==> src/rtl/sps_consts.svh <==
// register map, field positions, reset values and counts of the slave port
`ifndef SPS_CONSTS_SVH
`define SPS_CONSTS_SVH

`define SPS_OFF_CTRL 8'h00
`define SPS_OFF_STAT 8'h04
`define SPS_OFF_BUF 8'h08
`define SPS_OFF_APF 8'h0c
`define SPS_OFF_IRQ 8'h10
`define SPS_OFF_MASK 8'h14

`define SPS_CTRL_WRITE_COLLISION_FLAG 7
`define SPS_CTRL_OVF 6
`define SPS_CTRL_EN 5
`define SPS_CTRL_CKP 4
`define SPS_MODE_SS 4'h4
`define SPS_MODE_NOSS 4'h5

`define SPS_STAT_SMP 7
`define SPS_STAT_CKE 6
`define SPS_STAT_BF 0
`define SPS_APF_SEL 1

`define SPS_IRQ_DONE 0
`define SPS_IRQ_WRITE_COLLISION_FLAG 1
`define SPS_IRQ_OVF 2

`define SPS_CTRL_RST 8'h00
`define SPS_LAST_BIT 3'h7
`define SPS_SYNC_STAGES 2

`endif

==> src/rtl/sps_pkg.sv <==
// types shared by the slave port design
package sps_pkg;

  typedef struct packed {
    logic cyc;
    logic stb;
    logic we;
    logic [7:0] adr;
    logic [3:0] sel;
    logic [31:0] dat;
  } sps_wb_req_s;

  typedef struct packed {
    logic ack;
    logic [31:0] dat;
  } sps_wb_rsp_s;

  typedef struct packed {
    logic sck;
    logic serial_in_pin;
    logic ss_a_n;
    logic ss_b_n;
  } sps_pin_in_s;

  typedef struct packed {
    logic serial_out_pin;
    logic sdo_oe;
    logic pins_active;
  } sps_pin_out_s;

  typedef struct packed {
    logic [7:0] ctrl;
    logic sample_phase_select;
    logic cke;
    logic bf;
    logic apf_sel;
    logic [7:0] sr;
    logic [7:0] rxbuf;
    logic [2:0] cnt;
    logic sck_d;
    logic [2:0] irq_st;
    logic [2:0] irq_mask;
    sps_wb_rsp_s wb;
    sps_pin_out_s pin;
    logic irq;
    logic wake;
  } sps_state_s;

endpackage

==> src/rtl/sps_sync.sv <==
// two-stage synchroniser for pin inputs
`timescale 1ns/1ps
module sps_sync #(
  parameter int W = 1
) (
  input wire logic clk_sys,
  input wire logic srst,
  input wire logic ce,
  input wire logic [W-1:0] d,
  output logic [W-1:0] q
);
  logic [W-1:0] meta_r;
  logic [W-1:0] sync_r;

  // first stage feeds only the second stage
  always_ff @(posedge clk_sys) begin
    if (srst) begin
      meta_r <= '0;
      sync_r <= '0;
    end else if (ce) begin
      meta_r <= d;
      sync_r <= meta_r;
    end
  end

  assign q = sync_r;
endmodule

==> src/rtl/sps_spi_slave.sv <==
// byte-wide spi slave port with optional slave select and wishbone registers
`timescale 1ns/1ps
`include "sps_consts.svh"

module sps_spi_slave
  import sps_pkg::*;
(
  input wire logic clk_sys,
  input wire logic srst,
  input wire logic ce,
  input wire sps_wb_req_s wb_req,
  output sps_wb_rsp_s wb_rsp,
  input wire sps_pin_in_s pin_in,
  output sps_pin_out_s pin_out,
  input wire logic sleep_mode,
  output logic irq,
  output logic wake
);

  // ----------------------------------------------------------------
  // state and decode helpers
  // ----------------------------------------------------------------
  localparam sps_state_s ST_RST = '0;

  sps_state_s st_r;
  sps_state_s st_nxt;
  sps_pin_in_s pin_s;

  function automatic logic hit(input logic [7:0] adr, input logic [7:0] off);
    hit = (adr == off);
  endfunction

  // ----------------------------------------------------------------
  // pin synchronisers
  // ----------------------------------------------------------------
  // pins cross into the register clock
  sps_sync #(
    .W($bits(sps_pin_in_s))
  ) u_sync (
    .clk_sys(clk_sys),
    .srst(srst),
    .ce(ce),
    .d(pin_in),
    .q(pin_s)
  );

  // ----------------------------------------------------------------
  // mode and edge decode
  // ----------------------------------------------------------------
  logic [3:0] mode;
  logic en;
  logic slave;
  logic ss_n;
  logic mod_rst;
  logic active;
  logic sck_edge;
  logic lead;
  logic trail;
  logic samp;
  logic chg;
  logic done;
  logic acc;
  logic wr;
  logic rd;
  logic buf_wr;
  logic busy;

  assign mode = st_r.ctrl[3:0];
  assign en = st_r.ctrl[`SPS_CTRL_EN];
  // only the two slave codes claim the pins
  assign slave = (mode == `SPS_MODE_SS) || (mode == `SPS_MODE_NOSS);
  assign ss_n = st_r.apf_sel ? pin_s.ss_b_n : pin_s.ss_a_n;
  // select only counts in the select mode
  assign mod_rst = !en || ((mode == `SPS_MODE_SS) && ss_n);
  // disabled or non-slave port stays idle
  assign active = en && slave && !mod_rst;
  assign sck_edge = pin_s.sck ^ st_r.sck_d;
  // leading edge leaves the idle level
  assign lead = sck_edge && (st_r.sck_d == st_r.ctrl[`SPS_CTRL_CKP]);
  assign trail = sck_edge && (st_r.sck_d != st_r.ctrl[`SPS_CTRL_CKP]);
  assign samp = active && !st_r.ctrl[`SPS_CTRL_OVF] && (st_r.cke ? lead : trail);
  assign chg = active && !st_r.ctrl[`SPS_CTRL_OVF] && (st_r.cke ? trail : lead);
  assign done = samp && (st_r.cnt == `SPS_LAST_BIT);
  assign busy = (st_r.cnt != 3'h0);

  assign acc = wb_req.cyc && wb_req.stb && !st_r.wb.ack;
  assign wr = acc && wb_req.we && wb_req.sel[0];
  assign rd = acc && !wb_req.we;
  assign buf_wr = wr && hit(wb_req.adr, `SPS_OFF_BUF);

  // ----------------------------------------------------------------
  // next state
  // ----------------------------------------------------------------
  always_comb begin
    st_nxt = st_r;
    st_nxt.sck_d = pin_s.sck;
    st_nxt.wb.ack = acc;
    st_nxt.wb.dat = 32'h0;

    if (mod_rst) begin
      st_nxt.cnt = 3'h0;
    end
    // shifter content is void after a module reset mid-byte
    if (mod_rst && busy) begin
      st_nxt.sr = 8'h00;
    end

    // serial out changes on the opposite edge to sampling
    if (chg) begin
      st_nxt.pin.serial_out_pin = st_r.sr[7];
    end
    if (samp) begin
      st_nxt.sr = {st_r.sr[6:0], pin_s.serial_in_pin};
      st_nxt.cnt = st_r.cnt + 3'h1;
    end

    // register reads
    if (rd) begin
      if (hit(wb_req.adr, `SPS_OFF_CTRL)) begin
        st_nxt.wb.dat = {24'h0, st_r.ctrl};
      end else if (hit(wb_req.adr, `SPS_OFF_STAT)) begin
        st_nxt.wb.dat = {24'h0, st_r.sample_phase_select, st_r.cke, 5'h00, st_r.bf};
      end else if (hit(wb_req.adr, `SPS_OFF_BUF)) begin
        st_nxt.wb.dat = {24'h0, st_r.rxbuf};
        st_nxt.bf = 1'b0;
      end else if (hit(wb_req.adr, `SPS_OFF_APF)) begin
        st_nxt.wb.dat = {30'h0, st_r.apf_sel, 1'b0};
      end else if (hit(wb_req.adr, `SPS_OFF_IRQ)) begin
        st_nxt.wb.dat = {29'h0, st_r.irq_st};
        st_nxt.irq_st = 3'h0;
      end else if (hit(wb_req.adr, `SPS_OFF_MASK)) begin
        st_nxt.wb.dat = {29'h0, st_r.irq_mask};
      end
    end

    // register writes
    if (wr) begin
      if (hit(wb_req.adr, `SPS_OFF_CTRL)) begin
        st_nxt.ctrl = wb_req.dat[7:0];
      end else if (hit(wb_req.adr, `SPS_OFF_STAT)) begin
        st_nxt.sample_phase_select = wb_req.dat[`SPS_STAT_SMP];
        st_nxt.cke = wb_req.dat[`SPS_STAT_CKE];
      end else if (hit(wb_req.adr, `SPS_OFF_APF)) begin
        st_nxt.apf_sel = wb_req.dat[`SPS_APF_SEL];
      end else if (hit(wb_req.adr, `SPS_OFF_MASK)) begin
        st_nxt.irq_mask = wb_req.dat[2:0];
      end
    end

    if (buf_wr && busy && !mod_rst) begin
      st_nxt.ctrl[`SPS_CTRL_WRITE_COLLISION_FLAG] = 1'b1;
      st_nxt.irq_st[`SPS_IRQ_WRITE_COLLISION_FLAG] = 1'b1;
    end else if (buf_wr) begin
      st_nxt.sr = wb_req.dat[7:0];
      st_nxt.pin.serial_out_pin = wb_req.dat[7];
      st_nxt.cnt = 3'h0;
    end

    // completed byte lands in the buffer
    if (done && !st_r.bf) begin
      st_nxt.rxbuf = {st_r.sr[6:0], pin_s.serial_in_pin};
      st_nxt.bf = 1'b1;
    end
    // byte arriving on a full buffer overflows
    if (done && st_r.bf) begin
      st_nxt.ctrl[`SPS_CTRL_OVF] = 1'b1;
      st_nxt.irq_st[`SPS_IRQ_OVF] = 1'b1;
    end
    // each full byte raises the port flag
    if (done) begin
      st_nxt.irq_st[`SPS_IRQ_DONE] = 1'b1;
    end

    // serial out driven only while active; select gates it only in the select mode
    st_nxt.pin.sdo_oe = active;
    st_nxt.pin.pins_active = en && slave;
    st_nxt.irq = |(st_nxt.irq_st & st_nxt.irq_mask);
    // wake on a full byte when enabled
    st_nxt.wake = sleep_mode && st_nxt.irq_st[`SPS_IRQ_DONE]
                  && st_nxt.irq_mask[`SPS_IRQ_DONE];
  end

  // ----------------------------------------------------------------
  // state register
  // ----------------------------------------------------------------
  always_ff @(posedge clk_sys) begin
    if (srst) begin
      st_r <= ST_RST;
    end else if (ce) begin
      st_r <= st_nxt;
    end
  end

  assign wb_rsp = st_r.wb;
  assign pin_out = st_r.pin;
  assign irq = st_r.irq;
  assign wake = st_r.wake;

  function automatic logic irq_st_done();
    irq_st_done = st_r.irq_st[`SPS_IRQ_DONE];
  endfunction
endmodule

==> config.mk <==
export PLATFORM = sky130hd
export DESIGN_NAME = sps_spi_slave
export DESIGN_NICKNAME = d
export VERILOG_FILES = /design/src/rtl/sps_pkg.sv /design/src/rtl/sps_sync.sv /design/src/rtl/sps_spi_slave.sv
export VERILOG_INCLUDE_DIRS = /design/src /design/src/rtl
export SDC_FILE = /design/constraint.sdc
export NUM_CORES = 1
export LEC_CHECK = 0
export BUFFER_PORTS_ARGS = -buffer_cell sky130_fd_sc_hd__buf_4
export CORE_UTILIZATION = 50
export DETAILED_ROUTE_END_ITERATION = 10
export PLACE_DENSITY = 0.77
export SLEW_MARGIN = 20
export SYNTH_ARGS = -nofsm -noshare
export SYNTH_HDL_FRONTEND = slang
export SYNTH_SLANG_ARGS = --single-unit
==> constraint.sdc <==
create_clock -name clk_sys -period 2.35 [get_ports clk_sys]
set_input_delay 0 -clock clk_sys [delete_from_list [all_inputs] [get_ports clk_sys]]
set_output_delay 0 -clock clk_sys [all_outputs]
set_load 0.02 [all_outputs]
### Yosys cells after proc, flatten, opt, wreduce, memory -nomap -nowiden

Index checks and enable logic that the tools add are counted.

| word-level totals | value |
|---|---|
| input bits | 55 |
| flip-flop bits (word level) | 84 |
| RAM bits | 0 |
| memories kept | 0 |
| output and inout port bits | 38 |
| memory bits (read-only) | 0 |
| bits in latches | 0 |

| cells by class | value |
|---|---|
| multiply operators | 0 |
| bitwise logic cells | 4 |
| eq/ne operators | 12 |
| reductions and logical operators | 46 |
| magnitude comparators | 0 |
| add/sub/neg operators | 1 |
| shifts and indexed selects | 0 |
| muxes and demuxes | 46 |
| div/mod/pow operators | 0 |

Operators with widths:

| kind | count |
|---|---|
| two-way mux 8 bit | 9 |
| two-way mux 3 bit | 18 |
| logical AND 1 bit | 22 |
| == test 8 x 4 -> 1 bit, second input constant | 2 |
| == test 8 x 5 -> 1 bit, second input constant | 2 |
| two-way mux 1 bit | 16 |
| nonzero test 2 bit | 6 |
| two-way mux 10 bit | 1 |
| AND reduction 5 bit | 2 |
| AND reduction 3 bit | 3 |
| == test 4 x 3 -> 1 bit, second input constant | 2 |
| == test 8 x 3 -> 1 bit, second input constant | 1 |
| zero test 8 bit | 1 |
| zero test 1 bit | 6 |
| two-way mux 2 bit | 2 |
| != test 2 x 1 -> 1 bit, second input constant | 2 |
| AND reduction 4 bit | 1 |
| adder 3 x 1 -> 3 bit, second input constant | 1 |
| AND 3 bit | 1 |
| == test 3 bit, second input constant | 1 |
| nonzero test 3 bit | 1 |
| OR reduction 3 bit | 1 |
| logical OR 1 bit | 2 |
| inverter 1 bit | 2 |
| other kinds (4) | 4 |

### Depth between registers and ports, before layout

| logic depth | value |
|---|---|
| depth after elaboration | 12 |
| mapped depth | 9 |

### Modules after synthesis

Synthesis repeated with hierarchy kept, for this count alone.

| second synthesis, totals | value |
|---|---|
| cells, all modules | 358 |
| area total of the unflattened synthesis | 3110.5 µm² |

Modules (own cells, without submodules):

| module | area each (µm²) | sequential area each (µm²) | cells an instance | times used |
|---|---|---|---|---|
| sps_spi_slave | 2825.2 | 1041.0 | 332 | 1 |
| sps_sync | 285.3 | 160.2 | 26 | 1 |

### Worst setup path after synthesis

OpenSTA, ideal clock, no wires.

| path | value |
|---|---|
| kind | reg-to-reg |
| start point | register st_r, in the netlist mode[2] |
| end point | register st_r[45] in the netlist's numbering |
| arrival | 1767 ps |
| setup time | 121 ps |
| path buffers | 1 |
| slack | 462 ps |
| cell stages (with the launch flop) | 8 |
| path through | dfxtp_1 or3b_4 o311ai_4 nand3_2 and2_1 buf_6 nor2b_4 mux2_4 |

| between the ends | value |
|---|---|
| longest elaborated chain between the ends | 10 |

RTL lines:

| what | line | text |
|---|---|---|
| start, declared | sps_spi_slave.sv:25 | `sps_state_s st_r;` |
| start signal, assigned | sps_spi_slave.sv:190 | `st_r <= st_nxt;` |
| == test 4 x 3 -> 1 bit (no line) | -- |  |
| logical AND 1 bit | sps_spi_slave.sv:74 | `` assign mod_rst = !en \|\| ((mode == `SPS_MODE_SS) && ss_n); `` |
| logical OR 1 bit | sps_spi_slave.sv:74 |  |
| zero test 1 bit | sps_spi_slave.sv:76, sps_spi_slave.sv:150 |  |
| logical AND 1 bit | sps_spi_slave.sv:76 | `assign active = en && slave && !mod_rst;` |
| logical AND 1 bit (2 in a row) | sps_spi_slave.sv:81 | `` assign samp = active && !st_r.ctrl[`SPS_CTRL_OVF] && (st_r.cke ? lead : trail); `` |
| two-way mux 3 bit | sps_spi_slave.sv:112 | `if (samp) begin` |
| two-way mux 3 bit | sps_spi_slave.sv:153 | `end else if (buf_wr) begin` |
| two-way mux 3 bit (*) | sps_spi_slave.sv:150 | `if (buf_wr && busy && !mod_rst) begin` |

Mark *: on every way between the ends. The rest lies on a longest branch, timed or not.
A chain may end at the register's enable or synchronous reset.

### Worst setup path in the final report

| path | value |
|---|---|
| start point | register st_r[72] in the netlist's numbering |
| end point | register st_r, in the netlist irq |

| between the ends | value |
|---|---|
| longest elaborated chain between the ends | 9 |

RTL lines:

| what | line | text |
|---|---|---|
| != test 1 bit / == test 1 bit (equally long branches) | sps_spi_slave.sv:80, sps_spi_slave.sv:79 |  |
| logical AND 1 bit (on tied branches) | sps_spi_slave.sv:80, sps_spi_slave.sv:79 |  |
| two-way mux 1 bit (*) | sps_spi_slave.sv:81 |  |
| logical AND 1 bit (*) | sps_spi_slave.sv:81 |  |
| logical AND 1 bit (*) | sps_spi_slave.sv:83 | `` assign done = samp && (st_r.cnt == `SPS_LAST_BIT); `` |
| logical AND 1 bit | sps_spi_slave.sv:165 | `if (done && st_r.bf) begin` |
| two-way mux 1 bit | sps_spi_slave.sv:165 |  |
| AND 3 bit (*) | sps_spi_slave.sv:177 | `st_nxt.irq = \|(st_nxt.irq_st & st_nxt.irq_mask);` |
| OR reduction 3 bit (*) | sps_spi_slave.sv:177 |  |

Marked as above.

==> results.env <==
RUN_STATUS='completed'
POST_SYNTH.CELL_AREA_AVG_UM2=8.463
WORSTSKEWPAIRLATENCY_NS=0.35
HOLDPATHEND='wake'
AREAGROWTHSYNTHTOFINISH_PCT=17.13
CRITPATHLAUNCH='st_r[72]'
TIMING_WORST_SLEW_PIN_VALUE_NS=0.6445
CTS_MADE_BUFFERS=9
ROWS=29
MAPPEDNETLISTAREA_MM2=0.003258
WORST_R2R_STARTPOINT='st_r[72]'
ANTENNA_FOUND_INITIAL=0
CRIT_REQUIRED_NS=2.55
FINAL_PERIOD_UTILIZATION_PCT=95.35
GRT_UTIL_ALL_LAYERS_PCT=25.81
GATES_RESIZED_CTS_REPAIR=0
HP-CLASS='input pin to register'
ROUTED_VIA_DENSITY=5.563
FIN_CRIT_NS=2.241
FIN_SKEW_NS=0.007932
CLK_ROOT_BUFFER_CELL='clkbuf_8'
FIRST_GLOBAL_VIAS=2607
SYNTH_SEQ_AREA_SHARE_PCT=36.87
RESIDUAL_DRC_COUNT=0
M1WIRELENGTH_UM=3544
SYNTH.DISTINCT_CELLS=52
DIE_AREA_MM2=0.006843
FLOORPLAN.CORE_AREA_MM2=0.006314
DRT_ITER0_DRC=248
MAX_FREQ_MHz=446.3
MAXCAPVIOLCOUNT=0
ASYNC_FLOP_SHARE_PCT=0
CLOCK_TREE.HTREE_LEVEL_COUNT=3
DIE_WIDTH_UM=82.73
SETUP-TNS-FINAL_NS=0
WORST_SETUP_HOLD_PATH_CLK_SLEW_NS=0.06
IOS=93
WL_PER_CELL_UM=15.39
GRT_START_MAX_NET_PINS=65
SYNTH_ENABLE_FLOP_CELLS=0
FF2FF_PATH_DEPTH=6
ROUTED-VIA-COUNT=2837
DRV_SLEW=0
POSTSYNTHCELLCOUNT=385
WL_MET2_UM=3605
CTS_TREE='done'
DETAILED_ROUTER_ITERATION_COUNT_BEFORE_ANTENNA_REPAIR=4
LAYOUT.CELLS.MOST_COMMON='dfxtp_1'
CRIT_PATH_MAX_INCR_DELAY_NS=0.44
CLOCK_PATH_BUFFERS=2
GLOBALPLACE.CONGESTION=0.9241
STATIC-LEAKAGE-POWER_nW=1.517
SYNTHESIS.YOSYS.WARNINGS=0
TIMING.SLEW.HEADROOM_PCT=57.03
CRIT_PATH_TOP_DELAY_CELL='mux2_2'
FF2FF_SETUP_SLACK_NS=0.11
MULTI_INPUT_COMB_AREA_MM2=0.001769
TOTAL_OF_FLIP_FLOPS_PLUS_LATCHES_AFTER_SYNTHESIS=60
HOLD_PATH_STARTPOINT='ce'
INSERTEDDIODECOUNT=0
SEQUENTIAL_CELL_AREA_IN_THE_FINAL_LAYOUT_MM2=0.001201
FINALNETCOUNT=487
NUMCLOCKSINKS=60
WORSTREG2REGEND='irq'
POST_ROUTE_CELLS_DRIVE_ABOVE_1_SHARE_PCT=18.24
MOST_INSTANTIATED_FLIP_FLOP_CELL_IN_THE_SYNTHESIS_NETLIST='dfxtp_1'
DIEHEIGHT_UM=82.73
IO_BUFFERS=41
CP.ARRIVAL_NS=2.44
CRIT_PATH_CELLS='xnor2_1, mux2_2, a32oi_1, nor3_1, a221oi_1, a211oi_1'
ROUTED_WIRELENGTH_UM=7849
FIRST_PASS_GRT_WIRE_LENGTH_UM=12860
POSTLAYOUTSETUPSLACKWORST_NS=0.1092
ENDPOINT_KIND='register'
CRIT_TYPE='register to register'
VDD_DROP_MAX_mV=0.3837
DRT.ANTENNA.VIOLATING_NETS=0
PLACE_HPWL_UM=5484
HIGHEST-SIGNAL-LAYER='met4'
CP.BUFFERS_INVERTERS=0
LAYOUT.CELLS.MOST_COMMON_LIST='dfxtp_1, buf_4, nor2_1'
PLACE_WS_NS=0.1856
INITIAL_UTILIZATION_PCT=51.61
CRITPATHLAUNCHTYPE='register'
FILLERINSTANCES=569
PATH_MAX_FANOUT=6
CRITICAL_PATH.TOP_DELAY_FAMILY='compound AO/OA/AOI/OAI gates'
WHS_PATH_DEPTH=3
POWER.DENSITY_CELL_AREA_mW_PER_MM2=572.1
ROUTED-WL-MET3_UM=546
CTS_SETUP_BUFFERS=0
REPORT.FINAL.SETUP_VIOL=0
GRT_REMAINING_OVERFLOW=0
RSZ_0062_RAISED_AFTER_GLOBAL_ROUTING='no'
HOLD_VIOLATION_TOTAL_FROM_THE_FINAL_REPORT=0
-- metrics by stage --
step	instances	power, W	util [%]	hold slack (ns)	instance area, um2
after floorplan	408	0.001192	-	0.1360	3344
after global placement	482	0.001224	55.17	0.2371	3483
after detailed placement	482	0.001228	55.17	0.2472	3483
after CTS	510	0.002206	60.44	0.07387	3816
after global routing	510	0.002270	60.44	0.1178	3816
final	510	0.002183	60.44	0.09713	3816
-- report_power, final --
group | leakage, nW | total, W | switching, W | internal, W
sequential | 0.484 | 0.00103 | 0.00000559 | 0.00103
clock | 0.103 | 0.000959 | 0.000387 | 0.000572
combinational | 0.929 | 0.000194 | 0.000119 | 0.0000749
-- how the worst max path moves through the flow --
stage,cells after the start,endpoint
after floorplan,7,st_r[45]
after global placement,6,st_r[45]
after CTS,6,st_r[47]
final,6,irq
after detailed placement,6,st_r[45]
after global routing,6,irq
-- tightest hold or removal path: cells and delay by family --
kind | cells | cell delay (ns)
compound gates | 1 | 0.06
buf+inv | 1 | 0.22
simple gates | 1 | 0.11
-- cell families after synthesis --
group / share of synthesized area (%)
and+or+nand+nor: 22.08
xor gates and xnor gates: 0.2689
adders and majority gates: 1.152
AOI/OAI and AO/OA: 17.59
buffers and inverters: 11.48
DFF: 36.87
other: 0.1151
muxes: 10.45
-- state kept, by name, summed over array words and instances (netlist names) --
name / count
wake: 1
mode: 4
en: 1
st_r: 33
u_sync.q: 4
u_sync.meta_r: 4
irq: 1
wb_rsp: 9
pin_out: 3
-- layout make-up --
type / instances / share of cell area [%]
Sequential cell: 60 / 31.48
Timing Repair Buffer: 66 / 13.84
Tap cell: 77 / 2.525
Clock buffer: 14 / 4.525
Inverter: 5 / 0.4918
Clock inverter: 1 / 0.7869
Multi-Input combinational cell: 287 / 46.36
-- what timing repair did --
| item | CTS | global route |
|---|---|---|
| hold buffers | 13 | 0 |
| endpoints found under the setup margin | 0 | 0 |
| hold endpoints to repair | 18 | 0 |
-- cells in the mapped netlist, types with 2 or more instances --
cell	count	share of area, %
nand2_1	33	3.8
o22ai_1	9	1.7
a21oi_1	31	4.8
ha_1	3	1.2
o21ai_0	12	1.8
o211ai_1	2	0.46
nor3_1	6	0.92
mux2_2	4	1.4
and3_1	4	0.77
clkbuf_1	14	1.6
nand3_1	8	1.2
inv_1	5	0.58
buf_4	36	8.3
buf_2	2	0.31
a221oi_1	3	0.81
o21a_1	2	0.46
nor2_1	46	5.3
nand3b_1	3	0.69
o2bb2ai_1	5	1.3
a211oi_1	2	0.46
and3b_1	4	1.1
buf_1	3	0.35
mux2i_1	28	8.6
nand2b_1	13	2.5
nand4_1	4	0.77
a32oi_1	3	0.81
or3_1	3	0.58
nor3b_1	4	0.92
dfxtp_1	60	37
a22o_1	11	3.0
-- routing by layer --
layer / vias up / global-route usage, %
li1: 1388 / -
met1: 1325 / 33.89
met2: 108 / 40.33
met3: 16 / 6.703
met4: 0 / 9.828
met5: - / 0
Note: power is estimated with default switching activity, not from simulation.
